## src/thermal_fan_map.vh

```
`ifndef THERMAL_FAN_MAP_VH
`define THERMAL_FAN_MAP_VH

// ----------------------------------------
// register offsets
// ----------------------------------------
`define ADDR_CFG6 8'h10
`define ADDR_CFG7 8'h11
`define ADDR_CORE_SUPPLY 8'h21
`define ADDR_OWN_SUPPLY 8'h22
`define ADDR_REMOTE_ONE 8'h25
`define ADDR_LOCAL 8'h26
`define ADDR_REMOTE_TWO 8'h27
`define ADDR_CFG1 8'h40
`define ADDR_EXT_VOLT 8'h76
`define ADDR_EXT_TEMP 8'h77
`define ADDR_CFG5 8'h7c

// ----------------------------------------
// reset values
// ----------------------------------------
`define RST_CFG1 8'h04
`define RST_CFG5 8'h01
`define RST_CFG6 8'h00
`define RST_CFG7 8'h00
`define RST_VOLT 8'h00
`define RST_TEMP 8'h80
`define RST_EXT 8'h00

// ----------------------------------------
// field positions and write masks
// ----------------------------------------
`define CFG1_START 0
`define CFG1_LOCK 1
`define CFG1_READY 2
`define CFG1_FULL_SPEED 3
`define CFG1_WMASK 8'h7b
`define CFG1_LOCKED_WMASK 8'h09
`define CFG5_FORMAT 0
`define CFG5_WMASK 8'hef
`define CFG6_OVT_MANUAL 3
`define CFG6_CORE_LOW 6
`define CFG6_EXTRA_SLOW 7
`define CFG6_WMASK 8'hcf
`define CFG7_HYS_DIS 0
`define CFG7_WMASK 8'h01

// ----------------------------------------
// temperature codes
// ----------------------------------------
`define FAULT_TWOS 8'h80
`define FAULT_OFFSET64 8'h00
`define OFFSET64_ADD 10'h100

`endif
```

## src/read_freeze_tracker.v

```verilog
// ----------------------------------------
// read freeze tracker
// ----------------------------------------
// arm sets one pending bit per upper-byte register; each read clears its bit
module read_freeze_tracker #(
	parameter N = 2
) (
	input wire clock,
	input wire rst,
	input wire arm,
	input wire [N-1:0] clear,
	output wire frozen
);

	reg [N-1:0] pending_reg;

	// arm wins over a clear in the same cycle so no freeze is lost
	always @(posedge clock or posedge rst) begin
		if (rst) begin
			pending_reg <= {N{1'b0}};
		end else if (arm) begin
			pending_reg <= {N{1'b1}}; // [RL13] [RL14]
		end else begin
			pending_reg <= pending_reg & ~clear; // [RL20]
		end
	end

	assign frozen = |pending_reg;

endmodule

```

## src/temperature_encoder.v

```verilog
`include "thermal_fan_map.vh"

// ----------------------------------------
// temperature result encoder
// ----------------------------------------
// raw is signed, quarter-degree units; upper byte plus two fraction bits out
module temperature_encoder (
	input wire [9:0] raw,
	input wire twos_format,
	input wire diode_fault,
	output reg [7:0] upper,
	output reg [1:0] frac
);

	reg [9:0] shifted;

	// fault codes first, then format; below -64 degrees offset form clamps
	always @* begin
		shifted = raw + `OFFSET64_ADD;
		if (diode_fault) begin
			upper = twos_format ? `FAULT_TWOS : `FAULT_OFFSET64; // [RL17] [RL18]
			frac = 2'h0;
		end else if (twos_format) begin
			{upper, frac} = raw; // [RL16]
		end else if (raw[9] && !raw[8]) begin
			upper = 8'h00; // clamp, would otherwise wrap to a hot reading
			frac = 2'h0;
		end else begin
			{upper, frac} = shifted; // [RL16]
		end
	end

endmodule

```

## src/thermal_fan_config_readout.v

```verilog
// Overview of operation
// [RL1] slow bit 0 multiplies fan 1 smoothing by four
// [RL2] slow bit 1 multiplies fan 2 smoothing by four
// [RL3] slow bit 2 multiplies fan 3 smoothing by four
// [RL4] bit 3 keeps overtemp output active in manual
// [RL5] host leaves reserved config bits unwritten
// [RL6] core supply low on standby: status, alert, monitor off
// [RL7] supply recovered: monitor back on, fan spin-up
// [RL8] extra slow lengthens all smoothing by 39.2 percent
// [RL9] overtemp event overrides every fan setting
// [RL10] lock makes both config registers read-only
// [RL11] hysteresis disable bit removes overtemp hysteresis
// [RL12] supply upper bytes read-only at 0x21, 0x22
// [RL13] extended voltage read freezes until uppers read
// [RL14] extended temperature read freezes until uppers read
// [RL15] temperature uppers read-only, power-on value 0x80
// [RL16] format bit picks twos complement or offset 64
// [RL17] twos format reports 0x80 on diode fault
// [RL18] offset format reports 0x00 on diode fault
// [RL19] write-once lock bit freezes lockable registers
// [RL20] reading frozen uppers releases the freeze
`include "thermal_fan_map.vh"

module thermal_fan_config_readout (
	input wire clock,
	input wire rst,
	input wire [7:0] reg_addr,
	input wire [7:0] reg_wdata,
	input wire reg_write,
	input wire reg_read,
	output wire [7:0] reg_rdata,
	input wire conv_valid,
	input wire [9:0] core_supply_raw,
	input wire [9:0] own_supply_raw,
	input wire [9:0] remote_one_raw,
	input wire [9:0] local_raw,
	input wire [9:0] remote_two_raw,
	input wire [2:0] diode_fault,
	input wire standby_power,
	input wire [7:0] core_low_limit,
	input wire alert_enable,
	input wire manual_mode,
	input wire [7:0] overtemp_limit,
	input wire [3:0] overtemp_hysteresis,
	output wire [2:0] fan_slow_x4,
	output wire extra_smoothing_enable,
	output wire overtemp_signal,
	output wire fan_overtemp_override,
	output wire core_supply_low_status_set,
	output wire smbalert_request,
	output wire processor_hot_monitor,
	output wire fan_spinup_request,
	output wire monitoring_start,
	output wire fans_full_speed,
	output wire temperature_format_select,
	output wire overtemp_hysteresis_disable,
	output wire config_locked
);

	// ----------------------------------------
	// helpers
	// ----------------------------------------

	// map a reading to an unsigned scale so one compare serves both formats
	function [8:0] to_unsigned;
		input [7:0] value;
		input twos;
		begin
			if (twos) begin
				to_unsigned = {1'b0, ~value[7], value[6:0]};
			end else begin
				to_unsigned = {1'b0, value};
			end
		end
	endfunction

	// next overtemp state of one channel with optional hysteresis
	function overtemp_next;
		input state;
		input [8:0] temp_u;
		input [8:0] limit_u;
		input [3:0] hyst;
		input hys_off;
		input fault;
		reg [8:0] release_u;
		begin
			release_u = (limit_u > {5'h00, hyst}) ? limit_u - {5'h00, hyst} : 9'h000;
			if (fault) begin
				overtemp_next = 1'b0;
			end else if (temp_u > limit_u) begin
				overtemp_next = 1'b1;
			end else if (hys_off) begin
				overtemp_next = 1'b0; // [RL11]
			end else if (temp_u < release_u) begin
				overtemp_next = 1'b0;
			end else begin
				overtemp_next = state;
			end
		end
	endfunction

	// ----------------------------------------
	// storage
	// ----------------------------------------
	reg [7:0] cfg1_reg;
	reg [7:0] cfg5_reg;
	reg [7:0] cfg6_reg;
	reg [7:0] cfg7_reg;
	reg [7:0] core_supply_reg;
	reg [7:0] own_supply_reg;
	reg [7:0] ext_volt_reg;
	reg [7:0] ext_temp_reg;
	reg [7:0] temp_reg [0:2];
	reg [7:0] rdata_reg;
	reg [7:0] rdata_next;
	reg [2:0] overtemp_reg;
	reg core_low_reg;
	reg overtemp_signal_reg;
	reg fan_override_reg;
	reg status_set_reg;
	reg smbalert_reg;
	reg hot_monitor_reg;
	reg spinup_reg;

	wire locked;
	wire twos;
	wire [9:0] raw_temp [0:2];
	wire [7:0] enc_upper [0:2];
	wire [1:0] enc_frac [0:2];
	wire volt_frozen;
	wire temp_frozen;
	wire read_ext_volt;
	wire read_ext_temp;
	wire [1:0] volt_clear;
	wire [2:0] temp_clear;
	wire core_low_now;
	wire [2:0] overtemp_new;
	wire [8:0] limit_u;

	assign locked = cfg1_reg[`CFG1_LOCK];
	assign twos = cfg5_reg[`CFG5_FORMAT];
	assign raw_temp[0] = remote_one_raw;
	assign raw_temp[1] = local_raw;
	assign raw_temp[2] = remote_two_raw;

	// ----------------------------------------
	// temperature encoding, one per channel
	// ----------------------------------------
	genvar ch;
	generate
		for (ch = 0; ch < 3; ch = ch + 1) begin : enc
			temperature_encoder u_enc (
				.raw(raw_temp[ch]),
				.twos_format(twos),
				.diode_fault(diode_fault[ch]),
				.upper(enc_upper[ch]),
				.frac(enc_frac[ch])
			);
		end
	endgenerate

	// ----------------------------------------
	// read freeze tracking
	// ----------------------------------------

	// reading an extended register arms its group; upper-byte reads release
	assign read_ext_volt = reg_read && (reg_addr == `ADDR_EXT_VOLT);
	assign read_ext_temp = reg_read && (reg_addr == `ADDR_EXT_TEMP);
	assign volt_clear[0] = reg_read && (reg_addr == `ADDR_CORE_SUPPLY);
	assign volt_clear[1] = reg_read && (reg_addr == `ADDR_OWN_SUPPLY);
	assign temp_clear[0] = reg_read && (reg_addr == `ADDR_REMOTE_ONE);
	assign temp_clear[1] = reg_read && (reg_addr == `ADDR_LOCAL);
	assign temp_clear[2] = reg_read && (reg_addr == `ADDR_REMOTE_TWO);

	read_freeze_tracker #(
		.N(2)
	) u_volt_freeze (
		.clock(clock),
		.rst(rst),
		.arm(read_ext_volt),
		.clear(volt_clear),
		.frozen(volt_frozen)
	);

	read_freeze_tracker #(
		.N(3)
	) u_temp_freeze (
		.clock(clock),
		.rst(rst),
		.arm(read_ext_temp),
		.clear(temp_clear),
		.frozen(temp_frozen)
	);

	// ----------------------------------------
	// configuration registers
	// ----------------------------------------

	// lock is write-once; afterwards only start and full speed may change
	always @(posedge clock or posedge rst) begin
		if (rst) begin
			cfg1_reg <= `RST_CFG1;
			cfg5_reg <= `RST_CFG5;
			cfg6_reg <= `RST_CFG6;
			cfg7_reg <= `RST_CFG7;
		end else if (reg_write) begin
			case (reg_addr)
				`ADDR_CFG1: begin
					if (locked) begin
						cfg1_reg <= (cfg1_reg & ~`CFG1_LOCKED_WMASK) |
							(reg_wdata & `CFG1_LOCKED_WMASK); // [RL19]
					end else begin
						cfg1_reg <= (reg_wdata & `CFG1_WMASK) | `RST_CFG1; // [RL19]
					end
				end
				`ADDR_CFG5: begin
					if (!locked) begin
						cfg5_reg <= reg_wdata & `CFG5_WMASK; // [RL19]
					end
				end
				`ADDR_CFG6: begin
					if (!locked) begin
						cfg6_reg <= reg_wdata & `CFG6_WMASK; // [RL10] [RL5]
					end
				end
				`ADDR_CFG7: begin
					if (!locked) begin
						cfg7_reg <= reg_wdata & `CFG7_WMASK; // [RL10] [RL5]
					end
				end
				default: begin
					cfg1_reg <= cfg1_reg; // read-only or unmapped: ignored
				end
			endcase
		end
	end

	// ----------------------------------------
	// result registers
	// ----------------------------------------

	// a conversion only lands when its group is not held for the host
	always @(posedge clock or posedge rst) begin
		if (rst) begin
			core_supply_reg <= `RST_VOLT;
			own_supply_reg <= `RST_VOLT;
			ext_volt_reg <= `RST_EXT;
		end else if (conv_valid && !volt_frozen) begin
			core_supply_reg <= core_supply_raw[9:2]; // [RL12]
			own_supply_reg <= own_supply_raw[9:2]; // [RL12]
			ext_volt_reg <= {2'h0, own_supply_raw[1:0], core_supply_raw[1:0], 2'h0}; // [RL13]
		end
	end

	// temperature uppers come up at 0x80 until the first conversion
	always @(posedge clock or posedge rst) begin
		if (rst) begin
			temp_reg[0] <= `RST_TEMP; // [RL15]
			temp_reg[1] <= `RST_TEMP; // [RL15]
			temp_reg[2] <= `RST_TEMP; // [RL15]
			ext_temp_reg <= `RST_EXT;
		end else if (conv_valid && !temp_frozen) begin
			temp_reg[0] <= enc_upper[0]; // [RL14]
			temp_reg[1] <= enc_upper[1];
			temp_reg[2] <= enc_upper[2];
			ext_temp_reg <= {enc_frac[2], enc_frac[1], enc_frac[0], 2'h0}; // [RL14]
		end
	end

	// ----------------------------------------
	// register readback
	// ----------------------------------------

	// unmapped addresses read as zero
	always @* begin
		case (reg_addr)
			`ADDR_CFG1: rdata_next = cfg1_reg;
			`ADDR_CFG5: rdata_next = cfg5_reg;
			`ADDR_CFG6: rdata_next = cfg6_reg;
			`ADDR_CFG7: rdata_next = cfg7_reg;
			`ADDR_CORE_SUPPLY: rdata_next = core_supply_reg; // [RL12]
			`ADDR_OWN_SUPPLY: rdata_next = own_supply_reg; // [RL12]
			`ADDR_REMOTE_ONE: rdata_next = temp_reg[0]; // [RL15]
			`ADDR_LOCAL: rdata_next = temp_reg[1]; // [RL15]
			`ADDR_REMOTE_TWO: rdata_next = temp_reg[2]; // [RL15]
			`ADDR_EXT_VOLT: rdata_next = ext_volt_reg;
			`ADDR_EXT_TEMP: rdata_next = ext_temp_reg;
			default: rdata_next = 8'h00;
		endcase
	end

	// data is captured with the read strobe and held until the next read
	always @(posedge clock or posedge rst) begin
		if (rst) begin
			rdata_reg <= 8'h00;
		end else if (reg_read) begin
			rdata_reg <= rdata_next;
		end
	end

	// ----------------------------------------
	// overtemp comparison
	// ----------------------------------------

	// compares use the live conversion, not the frozen host copy,
	// so protection never waits on a slow host
	assign limit_u = to_unsigned(overtemp_limit, twos);

	generate
		for (ch = 0; ch < 3; ch = ch + 1) begin : ovt
			assign overtemp_new[ch] = overtemp_next(overtemp_reg[ch],
				to_unsigned(enc_upper[ch], twos), limit_u, overtemp_hysteresis,
				cfg7_reg[`CFG7_HYS_DIS], diode_fault[ch]); // [RL11]
		end
	endgenerate

	always @(posedge clock or posedge rst) begin
		if (rst) begin
			overtemp_reg <= 3'h0;
		end else if (conv_valid) begin
			overtemp_reg <= overtemp_new;
		end
	end

	// override ignores fan disable; the pin only drops in manual mode
	always @(posedge clock or posedge rst) begin
		if (rst) begin
			fan_override_reg <= 1'b0;
			overtemp_signal_reg <= 1'b0;
		end else begin
			fan_override_reg <= |overtemp_reg; // [RL9]
			overtemp_signal_reg <= (|overtemp_reg) &&
				(!manual_mode || cfg6_reg[`CFG6_OVT_MANUAL]); // [RL4]
		end
	end

	// ----------------------------------------
	// core supply low handling
	// ----------------------------------------
	assign core_low_now = cfg6_reg[`CFG6_CORE_LOW] && standby_power &&
		(core_supply_raw[9:2] < core_low_limit); // [RL6]

	// judged per conversion so a glitch between samples cannot trip it
	always @(posedge clock or posedge rst) begin
		if (rst) begin
			core_low_reg <= 1'b0;
			status_set_reg <= 1'b0;
			spinup_reg <= 1'b0;
			smbalert_reg <= 1'b0;
			hot_monitor_reg <= 1'b1;
		end else begin
			status_set_reg <= 1'b0;
			spinup_reg <= 1'b0;
			if (conv_valid) begin
				core_low_reg <= core_low_now;
				status_set_reg <= core_low_now && !core_low_reg; // [RL6]
				spinup_reg <= !core_low_now && core_low_reg; // [RL7]
			end
			smbalert_reg <= core_low_reg && alert_enable; // [RL6]
			hot_monitor_reg <= !core_low_reg; // [RL6] [RL7]
		end
	end

	// ----------------------------------------
	// outputs, all from flip-flops
	// ----------------------------------------
	assign reg_rdata = rdata_reg;
	assign fan_slow_x4 = cfg6_reg[2:0]; // [RL1] [RL2] [RL3]
	assign extra_smoothing_enable = cfg6_reg[`CFG6_EXTRA_SLOW]; // [RL8]
	assign overtemp_signal = overtemp_signal_reg;
	assign fan_overtemp_override = fan_override_reg;
	assign core_supply_low_status_set = status_set_reg;
	assign smbalert_request = smbalert_reg;
	assign processor_hot_monitor = hot_monitor_reg;
	assign fan_spinup_request = spinup_reg;
	assign monitoring_start = cfg1_reg[`CFG1_START];
	assign fans_full_speed = cfg1_reg[`CFG1_FULL_SPEED];
	assign temperature_format_select = cfg5_reg[`CFG5_FORMAT];
	assign overtemp_hysteresis_disable = cfg7_reg[`CFG7_HYS_DIS];
	assign config_locked = cfg1_reg[`CFG1_LOCK];

endmodule

```

## config.mk

```make
export PLATFORM = sky130hd
export DESIGN_NAME = thermal_fan_config_readout
export DESIGN_NICKNAME = d
export VERILOG_FILES = /design/src/read_freeze_tracker.v /design/src/temperature_encoder.v /design/src/thermal_fan_config_readout.v
export VERILOG_INCLUDE_DIRS = /design/src
export SDC_FILE = /design/constraint.sdc
export NUM_CORES = 1
export LEC_CHECK = 0
export BUFFER_PORTS_ARGS = -buffer_cell sky130_fd_sc_hd__buf_2
export CORE_MARGIN = 3
export CORE_UTILIZATION = 45
export DETAILED_ROUTE_END_ITERATION = 12
export PLACE_DENSITY_LB_ADDON = 0.3
export SYNTH_ARGS = -nofsm -noshare
export SYNTH_HDL_FRONTEND = slang
export SYNTH_SLANG_ARGS = --single-unit
```

## constraint.sdc

```tcl
create_clock -name clock -period 3.85 [get_ports clock]
set_input_delay 0.1925 -clock clock [delete_from_list [all_inputs] [get_ports clock]]
set_output_delay 0.1925 -clock clock [all_outputs]
set_load 0.02 [all_outputs]
```

==> results of run 1 <==
Yosys cell counts, types with 5 or more instances:
master | count | area share, %
a21oi_1 | 28 | 2.2
o21ai_0 | 23 | 1.8
clkbuf_1 | 10 | 0.59
a31oi_1 | 5 | 0.50
a21o_1 | 15 | 1.8
and3_1 | 19 | 1.9
o31ai_1 | 6 | 0.71
o21a_1 | 5 | 0.59
mux2_4 | 22 | 5.2
mux2i_1 | 6 | 0.95
mux2_2 | 36 | 6.4
nand2b_1 | 9 | 0.89
dfrtp_1 | 88 | 35
ha_1 | 56 | 11
nand2_1 | 51 | 3.0
nor2b_1 | 11 | 1.1
nor2_1 | 18 | 1.1
nor3_1 | 11 | 0.87
or3_1 | 5 | 0.50
buf_2 | 13 | 1.0
nand4_1 | 10 | 0.99
inv_1 | 26 | 1.5
a21boi_0 | 5 | 0.59
nand3_1 | 19 | 1.5
o2bb2ai_1 | 7 | 0.97
a22oi_1 | 7 | 0.83
dfstp_2 | 6 | 2.5
nor4_1 | 5 | 0.50
cell families after synthesis:
logic type | count (synthesis) | share of synthesized area (%)
and+or+nand+nor | 194 | 18.10
AOI/OAI and AO/OA | 144 | 16.06
DFF | 94 | 37.35
muxes | 64 | 12.59
adders and majority gates | 57 | 11.41
buffers and inverters | 55 | 3.940
xor gates and xnor gates | 4 | 0.5546
layout make-up:
type | instances | area [sq um] | area share, %
Tap cell | 176 | 220.2 | 3.007
Clock buffer | 9 | 225.2 | 3.075
Multi-Input combinational cell | 463 | 3715 | 50.73
Timing Repair Buffer | 124 | 635.6 | 8.679
Sequential cell | 94 | 2360 | 32.22
Clock inverter | 7 | 65.06 | 0.8884
Inverter | 27 | 102.6 | 1.401
power breakdown:
group / total, uW / internal, uW / switching [uW]
registers: 1180 / 1100 / 78.8
logic: 589 / 267 / 322
clock network: 863 / 453 / 410
per-stage QoR:
stage	cells	util [%]	power, uW	hold slack (ns)
final	900	54.22	2627	0.02339
after global routing	900	54.22	2757	0.04806
after CTS	900	54.22	2643	0.01851
after detailed placement	883	52.00	1778	0.2767
after global placement	883	52.00	1758	0.2630
after floorplan	612	-	1572	0.2876
critical path, stage by stage, from the launching register on:
cell and delay (ns):
dfstp_2 0.75, xor2_1 0.40, or4_1 0.24, a21o_1 0.20, nand3_1 0.21, ha_1 0.35
nand4_1 0.14, o31ai_1 0.30, a211oi_1 0.08, o311ai_1 0.30
layer usage:
metal | GRT usage, % | share of wire [%] | up-vias
li1 | - | - | 2527
met1 | 31.55 | 45 | 2574
met2 | 36.96 | 47 | 202
met3 | 3.945 | 5.9 | 29
met4 | 8.446 | 2.6 | 0
met5 | 0 | 0 | -
final timing paths:
check                                    startpoint                              end  slack (ns)
max                         cfg5_reg[0]$_DFFE_PP1P_      overtemp_reg[2]$_DFFE_PP0P_        0.76
min                                     manual_mode        overtemp_signal$_DFF_PP0_        0.02
max reg2reg                 cfg5_reg[0]$_DFFE_PP1P_      overtemp_reg[2]$_DFFE_PP0P_        0.76
min reg2reg                core_low_reg$_DFFE_PP0P_  processor_hot_monitor$_DFF_PP1_        0.46
max in group asynchronous                       rst       smbalert_request$_DFF_PP0_        2.24
min in group asynchronous                       rst          cfg6_reg[2]$_DFFE_PP0P_        0.45
timing repair:
item | CTS | global route
buffers inserted | 0 | 0
hold buffers | 1 | 0
endpoints found under the hold margin | 29 | 0
==> flow_metrics.env, run 1 <==
export IMPL_critical_path_class="flop to flop"
export IMPL_hpwl_microns=14520
export IMPL_syn_area_per_cell_sq_um=10.32
export IMPL_rsz0062_at_grt="no"
export IMPL_dieArea_sq_um=15500
export IMPL_maxCapViolations=0
export IMPL_avgRoutedWirePerCell_microns=20.14
export IMPL_pre_cts_ws_ns=0.6159
export IMPL_die_h_microns=124.5
export IMPL_leakagePower_uw=0.003627
export IMPL_grt_usage_pct=23.11
export IMPL_drive_gt1_share_pct=31.22
export IMPL_placedInstanceArea_sq_um=7023
export IMPL_synth_cell_types=77
export IMPL_synthFlopType="dfrtp_1"
export IMPL_finalSetupViolations=0
export IMPL_cts_buffer_depth=2
export IMPL_syn_area_sq_um=6319
export IMPL_fillCellCount=1186
export IMPL_routabilityCongestion=0.9260
export IMPL_arrival_ns=3.33
export IMPL_grt_antenna_before_repair=0
export IMPL_synth_seq_cells=94
export IMPL_drc=0
export IMPL_drtIter0Drc=452
export IMPL_final_cell_mix="119 x buf_2, 88 x dfrtp_1, 56 x ha_1, 51 x nand2_1, 36 x mux2_2"
export IMPL_postRouteAntennaNets=0
export IMPL_postLayoutCellArea_sq_um=7323
export IMPL_ys_seq_area_share_pct=37.35
export IMPL_initial_core_util_pct=46.79
export IMPL_fin_ws_ns=0.7571
export IMPL_hold_depth=2
export IMPL_slew_viol_final=0
export IMPL_fin_crit_ns=3.093
export IMPL_final_nets=873
export IMPL_cts_resized=0
export IMPL_final_hold_viol_count=0
export IMPL_firstDrtPassIters=5
export IMPL_fin_crit_sh_pct=80.33
export IMPL_startpoint_type="flop"
export IMPL_synth_edf_count=0
export IMPL_areaGrowthSynthToFinish_pct=15.90
export IMPL_wl_microns=18130
export IMPL_cts_root_buf="clkbuf_16"
export IMPL_async_reset_ff_share_pct=100.0
export IMPL_cts_tree="done"
export IMPL_final_common_cell="buf_2"
export IMPL_vias_per_cell=5.924
export IMPL_num_rows=42
export IMPL_largest_reg_flops=24
export IMPL_io_buffers=119
export IMPL_slew_headroom_pct=45.36
export IMPL_cts_max_level=3
export IMPL_cts_sinks=94
export IMPL_syn_inst=612
export IMPL_grt_first_pass_wirelength_microns=28610
export IMPL_ys_warn_count=0
export IMPL_antenna_cells=0
export IMPL_num_vias=5332
export IMPL_worstMarginPinSlew_ns=0.8090
export IMPL_finalSetupTns_ns=0
export IMPL_required_ns=4.09
export IMPL_die_x_microns=124.5
export IMPL_syn_num_nets=766
export IMPL_hold_path_class="input pin to flop"
export IMPL_end_kind="flop"
export IMPL_grt_pass1_vias=5336
export IMPL_io_pins=120
export IMPL_powerDensity_nw_per_um2=358.8
export IMPL_clk_latency_ns=0.35
export IMPL_grt_max_degree=61
export IMPL_cp_max_fo=22
export IMPL_clkTransAtPathRegs_ns=0.07
export IMPL_core_area_sq_um=13510
export IMPL_fmax_mhz=323.3
export IMPL_skew_ns=0.008977
export IMPL_cts_buffers=9
export IMPL_ir_drop_mv=0.2252
export IMPL_status="finished clean"
export IMPL_ff2ff_path_depth=9
export IMPL_grt_overflow=0
(Power assumes the default switching activity.)
==> run 2: changes to the inputs <==
==> constraint.sdc (replaced) <==
create_clock -name clock -period 3 [get_ports clock]
set_input_delay 0.15 -clock clock [delete_from_list [all_inputs] [get_ports clock]]
set_output_delay 0.15 -clock clock [all_outputs]
set_load 0.02 [all_outputs]
==> run 2 against run 1 <==
  * Register-to-register slack lost 0.50 ns
  * Via count grew 1.0%
  * Die area is the same
  * Total power grew 31%
  * Maximum frequency grew 13%
  * Critical endpoint unchanged
  * Combinational power grew 31%
  * Sequential power grew 28%
  * Critical path depth grew 1
  * Critical path type unchanged
  * Largest power group unchanged
  * Setup slack lost 0.50 ns
  * Clock skew shrank 0.0018 ns
==> flow_metrics.env, run 2 (synthesis results as in run 1) <==
export IMPL_fin_crit_ns=2.744
export IMPL_largest_reg_flops=24
export IMPL_fillCellCount=1194
export IMPL_hold_depth=2
export IMPL_post_cts_buffers=0
export IMPL_final_nets=879
export IMPL_die_x_microns=124.5
export IMPL_cts_buffer_depth=2
export IMPL_final_hold_viol_count=0
export IMPL_grt_pass1_vias=5426
export IMPL_final_cell_mix="119 x buf_2, 88 x dfrtp_1, 56 x ha_1, 51 x nand2_1, 36 x mux2_2"
export IMPL_routabilityCongestion=0.9430
export IMPL_dieArea_sq_um=15500
export IMPL_cts_max_level=3
export IMPL_pwr_share_seq_pct=43.7
export IMPL_clkTransAtPathRegs_ns=0.07
export IMPL_powerDensity_nw_per_um2=466.3
export IMPL_cts_root_buf="clkbuf_16"
export IMPL_rsz0062_at_grt="no"
export IMPL_drc=0
export IMPL_num_rows=42
export IMPL_io_buffers=119
export IMPL_required_ns=3.22
export IMPL_grt_overflow=0
export IMPL_maxCapViolations=0
export IMPL_grt_antenna_before_repair=0
export IMPL_firstDrtPassIters=7
export IMPL_vias_per_cell=5.945
export IMPL_ir_drop_mv=0.3079
export IMPL_critPathLaunch="cfg5_reg[0]$_DFFE_PP1P_"
export IMPL_swShare_pct=30.02
export IMPL_num_vias=5386
export IMPL_startpoint_type="flop"
export IMPL_slew_viol_final=0
export IMPL_slew_headroom_pct=49.38
export IMPL_placedInstanceArea_sq_um=7073
export IMPL_p_int_uw=2414
export IMPL_hpwl_microns=14650
export IMPL_pwr_share_clk_pct=34.0
export IMPL_die_h_microns=124.5
export IMPL_grt_usage_pct=23.75
export IMPL_drtIter0Drc=487
export IMPL_cts_sinks=94
export IMPL_grt_max_degree=55
export IMPL_register_area_sq_um=2360
export IMPL_clk_latency_ns=0.35
export IMPL_worstMarginPinSlew_ns=0.7594
export IMPL_final_common_cell="buf_2"
export IMPL_postLayoutCellArea_sq_um=7398
export IMPL_finalSetupViolations=0
export IMPL_io_pins=120
export IMPL_postRouteAntennaNets=0
export IMPL_multi_input_area_sq_um=3715
export IMPL_antenna_cells=0
export IMPL_cts_resized=0
export IMPL_switchingPower_uw=1036
export IMPL_fin_crit_sh_pct=91.46
export IMPL_cts_tree="done"
export IMPL_hold_path_class="input pin to flop"
export IMPL_fmax_mhz=364.5
export IMPL_critical_path_class="flop to flop"
export IMPL_cts_buffers=9
export IMPL_fin_ws_ns=0.2563
export IMPL_finalSetupTns_ns=0
export IMPL_pre_cts_ws_ns=0.02794
export IMPL_end_kind="flop"
export IMPL_areaGrowthSynthToFinish_pct=17.09
export IMPL_cp_max_fo=6
export IMPL_initial_core_util_pct=46.79
export IMPL_arrival_ns=2.96
export IMPL_ff2ff_path_depth=10
export IMPL_core_area_sq_um=13510
export IMPL_power_frac_comb_pct=22.3
export IMPL_avgRoutedWirePerCell_microns=20.35
export IMPL_drive_gt1_share_pct=31.64
export IMPL_status="finished clean"
export IMPL_postLayoutCoreUtil_pct=54.78
export IMPL_skew_ns=0.007173
export IMPL_regToRegStartpoint="cfg5_reg[0]$_DFFE_PP1P_"
export IMPL_wl_microns=18440
export IMPL_grt_first_pass_wirelength_microns=29330
export IMPL_leakagePower_uw=0.003664
export IMPL_hold_start="alert_enable"
-- run 2: power groups by stage --
stage	Clock [uW]	Combinational (uW)	Sequential (uW)
global route	1250	859	1520
detailed placement	0	766	1530
CTS	1190	773	1510
global placement	0	744	1520
finish	1170	770	1510
floorplan	0	525	1490
-- run 2: final timing paths --
| check | endpoint | slack, ns |
|---|---|---|
| max reg2reg | overtemp_reg[2]$_DFFE_PP0P_ | 0.26 |
| min | smbalert_request$_DFF_PP0_ | 0.02 |
| max | overtemp_reg[2]$_DFFE_PP0P_ | 0.26 |
| min reg2reg | processor_hot_monitor$_DFF_PP1_ | 0.47 |
| max in group asynchronous | processor_hot_monitor$_DFF_PP1_ | 1.78 |
| min in group asynchronous | cfg6_reg[2]$_DFFE_PP0P_ | 0.45 |
-- run 2: what timing repair did --
item | 4_1_cts | 5_1_grt
endpoints found under the setup margin | 0 | 0
hold buffers | 2 | 0
endpoints found under the hold margin | 37 | 0
-- run 2: layer usage --
metal | vias up | track usage (%) | share of wire, %
met5 | - | 0 | 0
met4 | 0 | 7.028 | 2.0
met3 | 24 | 5.103 | 6.9
met2 | 218 | 38.45 | 47
met1 | 2603 | 32.08 | 44
li1 | 2541 | - | -
-- run 2: worst max-delay path: stages (launching register included) --
cell	delay, ns
dfstp_2	0.60
xor2_1	0.12
or4_1	0.48
a21o_1	0.25
nand2_1	0.15
ha_1	0.26
a21o_1	0.16
a21oi_1	0.15
o31ai_1	0.09
a211oi_1	0.22
o311ai_1	0.13
-- run 2: area by class of cell --
class,count,share of cell area [%]
inverters,27,1.387
well taps,176,2.976
flip-flops and latches,94,31.90
clock buffers,9,3.044
clock inverters,7,1.082
repair buffers,130,9.403
multi-input cells,463,50.21
-- run 2: metrics by stage --
step / instances / power (uW) / hold WS, ns
2_1_floorplan: 612 / 2018 / 0.2451
3_3_place_gp: 888 / 2268 / 0.2848
3_5_place_dp: 888 / 2295 / 0.2973
4_1_cts: 906 / 3475 / 0.01303
5_1_grt: 906 / 3629 / 0.03181
6_report: 906 / 3450 / 0.01849
==> run 3: changes to the inputs <==
--- a/config.mk
+++ b/config.mk
@@ -10,6 +10,7 @@
 export CORE_MARGIN = 3
 export CORE_UTILIZATION = 45
 export DETAILED_ROUTE_END_ITERATION = 12
+export HOLD_SLACK_MARGIN = 0.02
 export PLACE_DENSITY_LB_ADDON = 0.3
 export SYNTH_ARGS = -nofsm -noshare
 export SYNTH_HDL_FRONTEND = slang
==> run 3 against run 2 <==
  * Setup slack improved by 0.0064 ns
  * Global-route usage is essentially flat
  * Critical endpoint unchanged
  * Flip-flop and latch count is the same
  * Total power about the same
  * Non-clock buffer count is 1 higher
  * Maximum frequency increased by 0.23%
  * Die area unchanged
==> flow_metrics.env, run 3 (synthesis results as in run 1) <==
export IMPL_holdPathEnd="own_supply_reg[1]$_DFFE_PP0P_"
export IMPL_areaGrowthSynthToFinish_pct=17.25
export IMPL_post_cts_buffers=0
export IMPL_cts_root_buf="clkbuf_16"
export IMPL_crit_top_cell="a21o_1"
export IMPL_io_pins=120
export IMPL_fin_ws_ns=0.2627
export IMPL_postRouteAntennaNets=0
export IMPL_io_buffers=119
export IMPL_critPathMaxStageDelay_ns=0.60
export IMPL_antenna_cells=0
export IMPL_cts_buffers=9
export IMPL_grt_usage_pct=23.79
export IMPL_arrival_ns=2.96
export IMPL_final_nets=880
export IMPL_final_cell_mix="119 x buf_2, 88 x dfrtp_1, 56 x ha_1, 51 x nand2_1, 36 x mux2_2"
export IMPL_grt_max_degree=55
export IMPL_num_rows=42
export IMPL_worstMarginPinSlew_ns=0.7588
export IMPL_powerDensity_nw_per_um2=465.8
export IMPL_drc=0
export IMPL_slew_viol_final=0
export IMPL_cts_sinks=94
export IMPL_fin_crit_sh_pct=91.24
export IMPL_drive_gt1_share_pct=31.60
export IMPL_ff2ff_path_depth=10
export IMPL_cts_buffer_depth=2
export IMPL_grt_overflow=0
export IMPL_crit_chain="xor2_1 > or4_1 > a21o_1 > nand2_1 > ha_1 > a21o_1 > a21oi_1 > o31ai_1 > a211oi_1 > o311ai_1"
export IMPL_dieArea_sq_um=15500
export IMPL_routabilityCongestion=0.9430
export IMPL_postLayoutCellArea_sq_um=7408
export IMPL_ir_drop_mv=0.3086
export IMPL_register_area_sq_um=2360
export IMPL_die_x_microns=124.5
export IMPL_cts_tree="done"
export IMPL_regToRegStartpoint="cfg5_reg[0]$_DFFE_PP1P_"
export IMPL_status="finished clean"
export IMPL_placed_cells=888
export IMPL_avgRoutedWirePerCell_microns=20.34
export IMPL_leakagePower_uw=0.003668
export IMPL_fillCellCount=1192
export IMPL_pre_cts_ws_ns=0.02794
export IMPL_cts_max_level=3
export IMPL_slowest_stage="dfstp_2"
export IMPL_skew_ns=0.005534
export IMPL_drtIter0Drc=471
export IMPL_final_common_cell="buf_2"
export IMPL_r2r_end="overtemp_reg[2]$_DFFE_PP0P_"
export IMPL_grt_antenna_before_repair=0
export IMPL_final_hold_viol_count=0
export IMPL_vias_per_cell=5.956
export IMPL_num_vias=5402
export IMPL_largest_reg_flops=24
export IMPL_placedInstanceArea_sq_um=7073
export IMPL_finalSetupTns_ns=0
export IMPL_fin_crit_ns=2.737
export IMPL_slew_headroom_pct=49.41
export IMPL_hold_depth=2
export IMPL_initial_core_util_pct=46.79
export IMPL_whs_ns=0.03265
export IMPL_cp_max_fo=6
export IMPL_r2r_slack_ns=0.26
export IMPL_fin_cells=907
export IMPL_firstDrtPassIters=5
export IMPL_fmax_mhz=365.3
export IMPL_core_area_sq_um=13510
export IMPL_finalSetupViolations=0
export IMPL_die_h_microns=124.5
export IMPL_startpoint_type="flop"
export IMPL_grt_pass1_vias=5443
export IMPL_maxCapViolations=0
export IMPL_hold_path_class="input pin to flop"
export IMPL_required_ns=3.22
export IMPL_clkTransAtPathRegs_ns=0.07
export IMPL_end_kind="flop"
export IMPL_wl_microns=18450
export IMPL_hold_start="own_supply_raw[3]"
export IMPL_rsz0062_at_grt="no"
export IMPL_hpwl_microns=14650
export IMPL_critical_path_class="flop to flop"
export IMPL_multi_input_area_sq_um=3715
export IMPL_grt_first_pass_wirelength_microns=29390
export IMPL_clk_latency_ns=0.35
==> run 3: critical path, delay by kind of cell, from the launching register on <==
family	cells	cell delay [ns]
DFF	1	0.60
xor gates and xnor gates	1	0.12
AOI/OAI and AO/OA	6	1.00
and+or+nand+nor	2	0.63
adders and majority gates	1	0.26
==> run 3: routing by layer <==
metal	GRT usage (%)	up-vias	part of all wire, %	routed length (microns)
met1	32.10	2597	44	8105
met2	38.58	235	47	8672
met5	0	-	0	0
met4	7.028	0	2.2	410
met3	5.060	30	6.8	1260
li1	-	2540	-	-
==> run 3: stage by stage <==
step	utilization, %	power [uW]
finish	54.85	3451
global route	54.85	3630
CTS	54.85	3476
detailed placement	52.37	2295
global placement	52.37	2268
floorplan	-	2018
==> run 3: what timing repair did <==
action	CTS	global route
hold buffers	3	0
hold endpoints to repair	38	0
resized for setup	0	0
==> run 3: layout make-up <==
cell class / instances / share of cell area, %
inverter: 27 / 1.385
tap: 176 / 2.972
clock buffer: 9 / 3.040
multi-input combinational: 463 / 50.14
clock inverter: 7 / 1.081
timing repair buffer: 131 / 9.525
sequential: 94 / 31.85
==> run 3: report_power, final <==
group          total [uW]  switching (uW)  internal (uW)
Clock                1170             516            656
Combinational         771             420            351
Sequential           1510            99.5           1410
Total                3450            1040           2420
==> run 3: worst max path at each step <==
| stage | to | cells past startpoint | startpoint | slack [ns] |
|---|---|---|---|---|
| 6_report | overtemp_reg[2]$_DFFE_PP0P_ | 10 | cfg5_reg[0]$_DFFE_PP1P_ | 0.26 |
| 5_1_grt | overtemp_reg[0]$_DFFE_PP0P_ | 9 | cfg5_reg[0]$_DFFE_PP1P_ | 0.02 |
| 4_1_cts | overtemp_reg[2]$_DFFE_PP0P_ | 10 | cfg5_reg[0]$_DFFE_PP1P_ | 0.23 |
| 3_5_place_dp | overtemp_reg[2]$_DFFE_PP0P_ | 15 | overtemp_limit[0] | 0.03 |
| 3_3_place_gp | overtemp_reg[1]$_DFFE_PP0P_ | 15 | overtemp_limit[0] | 0.12 |
| 2_1_floorplan | cfg1_reg[0]$_DFFE_PP0P_ | 1 | rst | 0.41 |
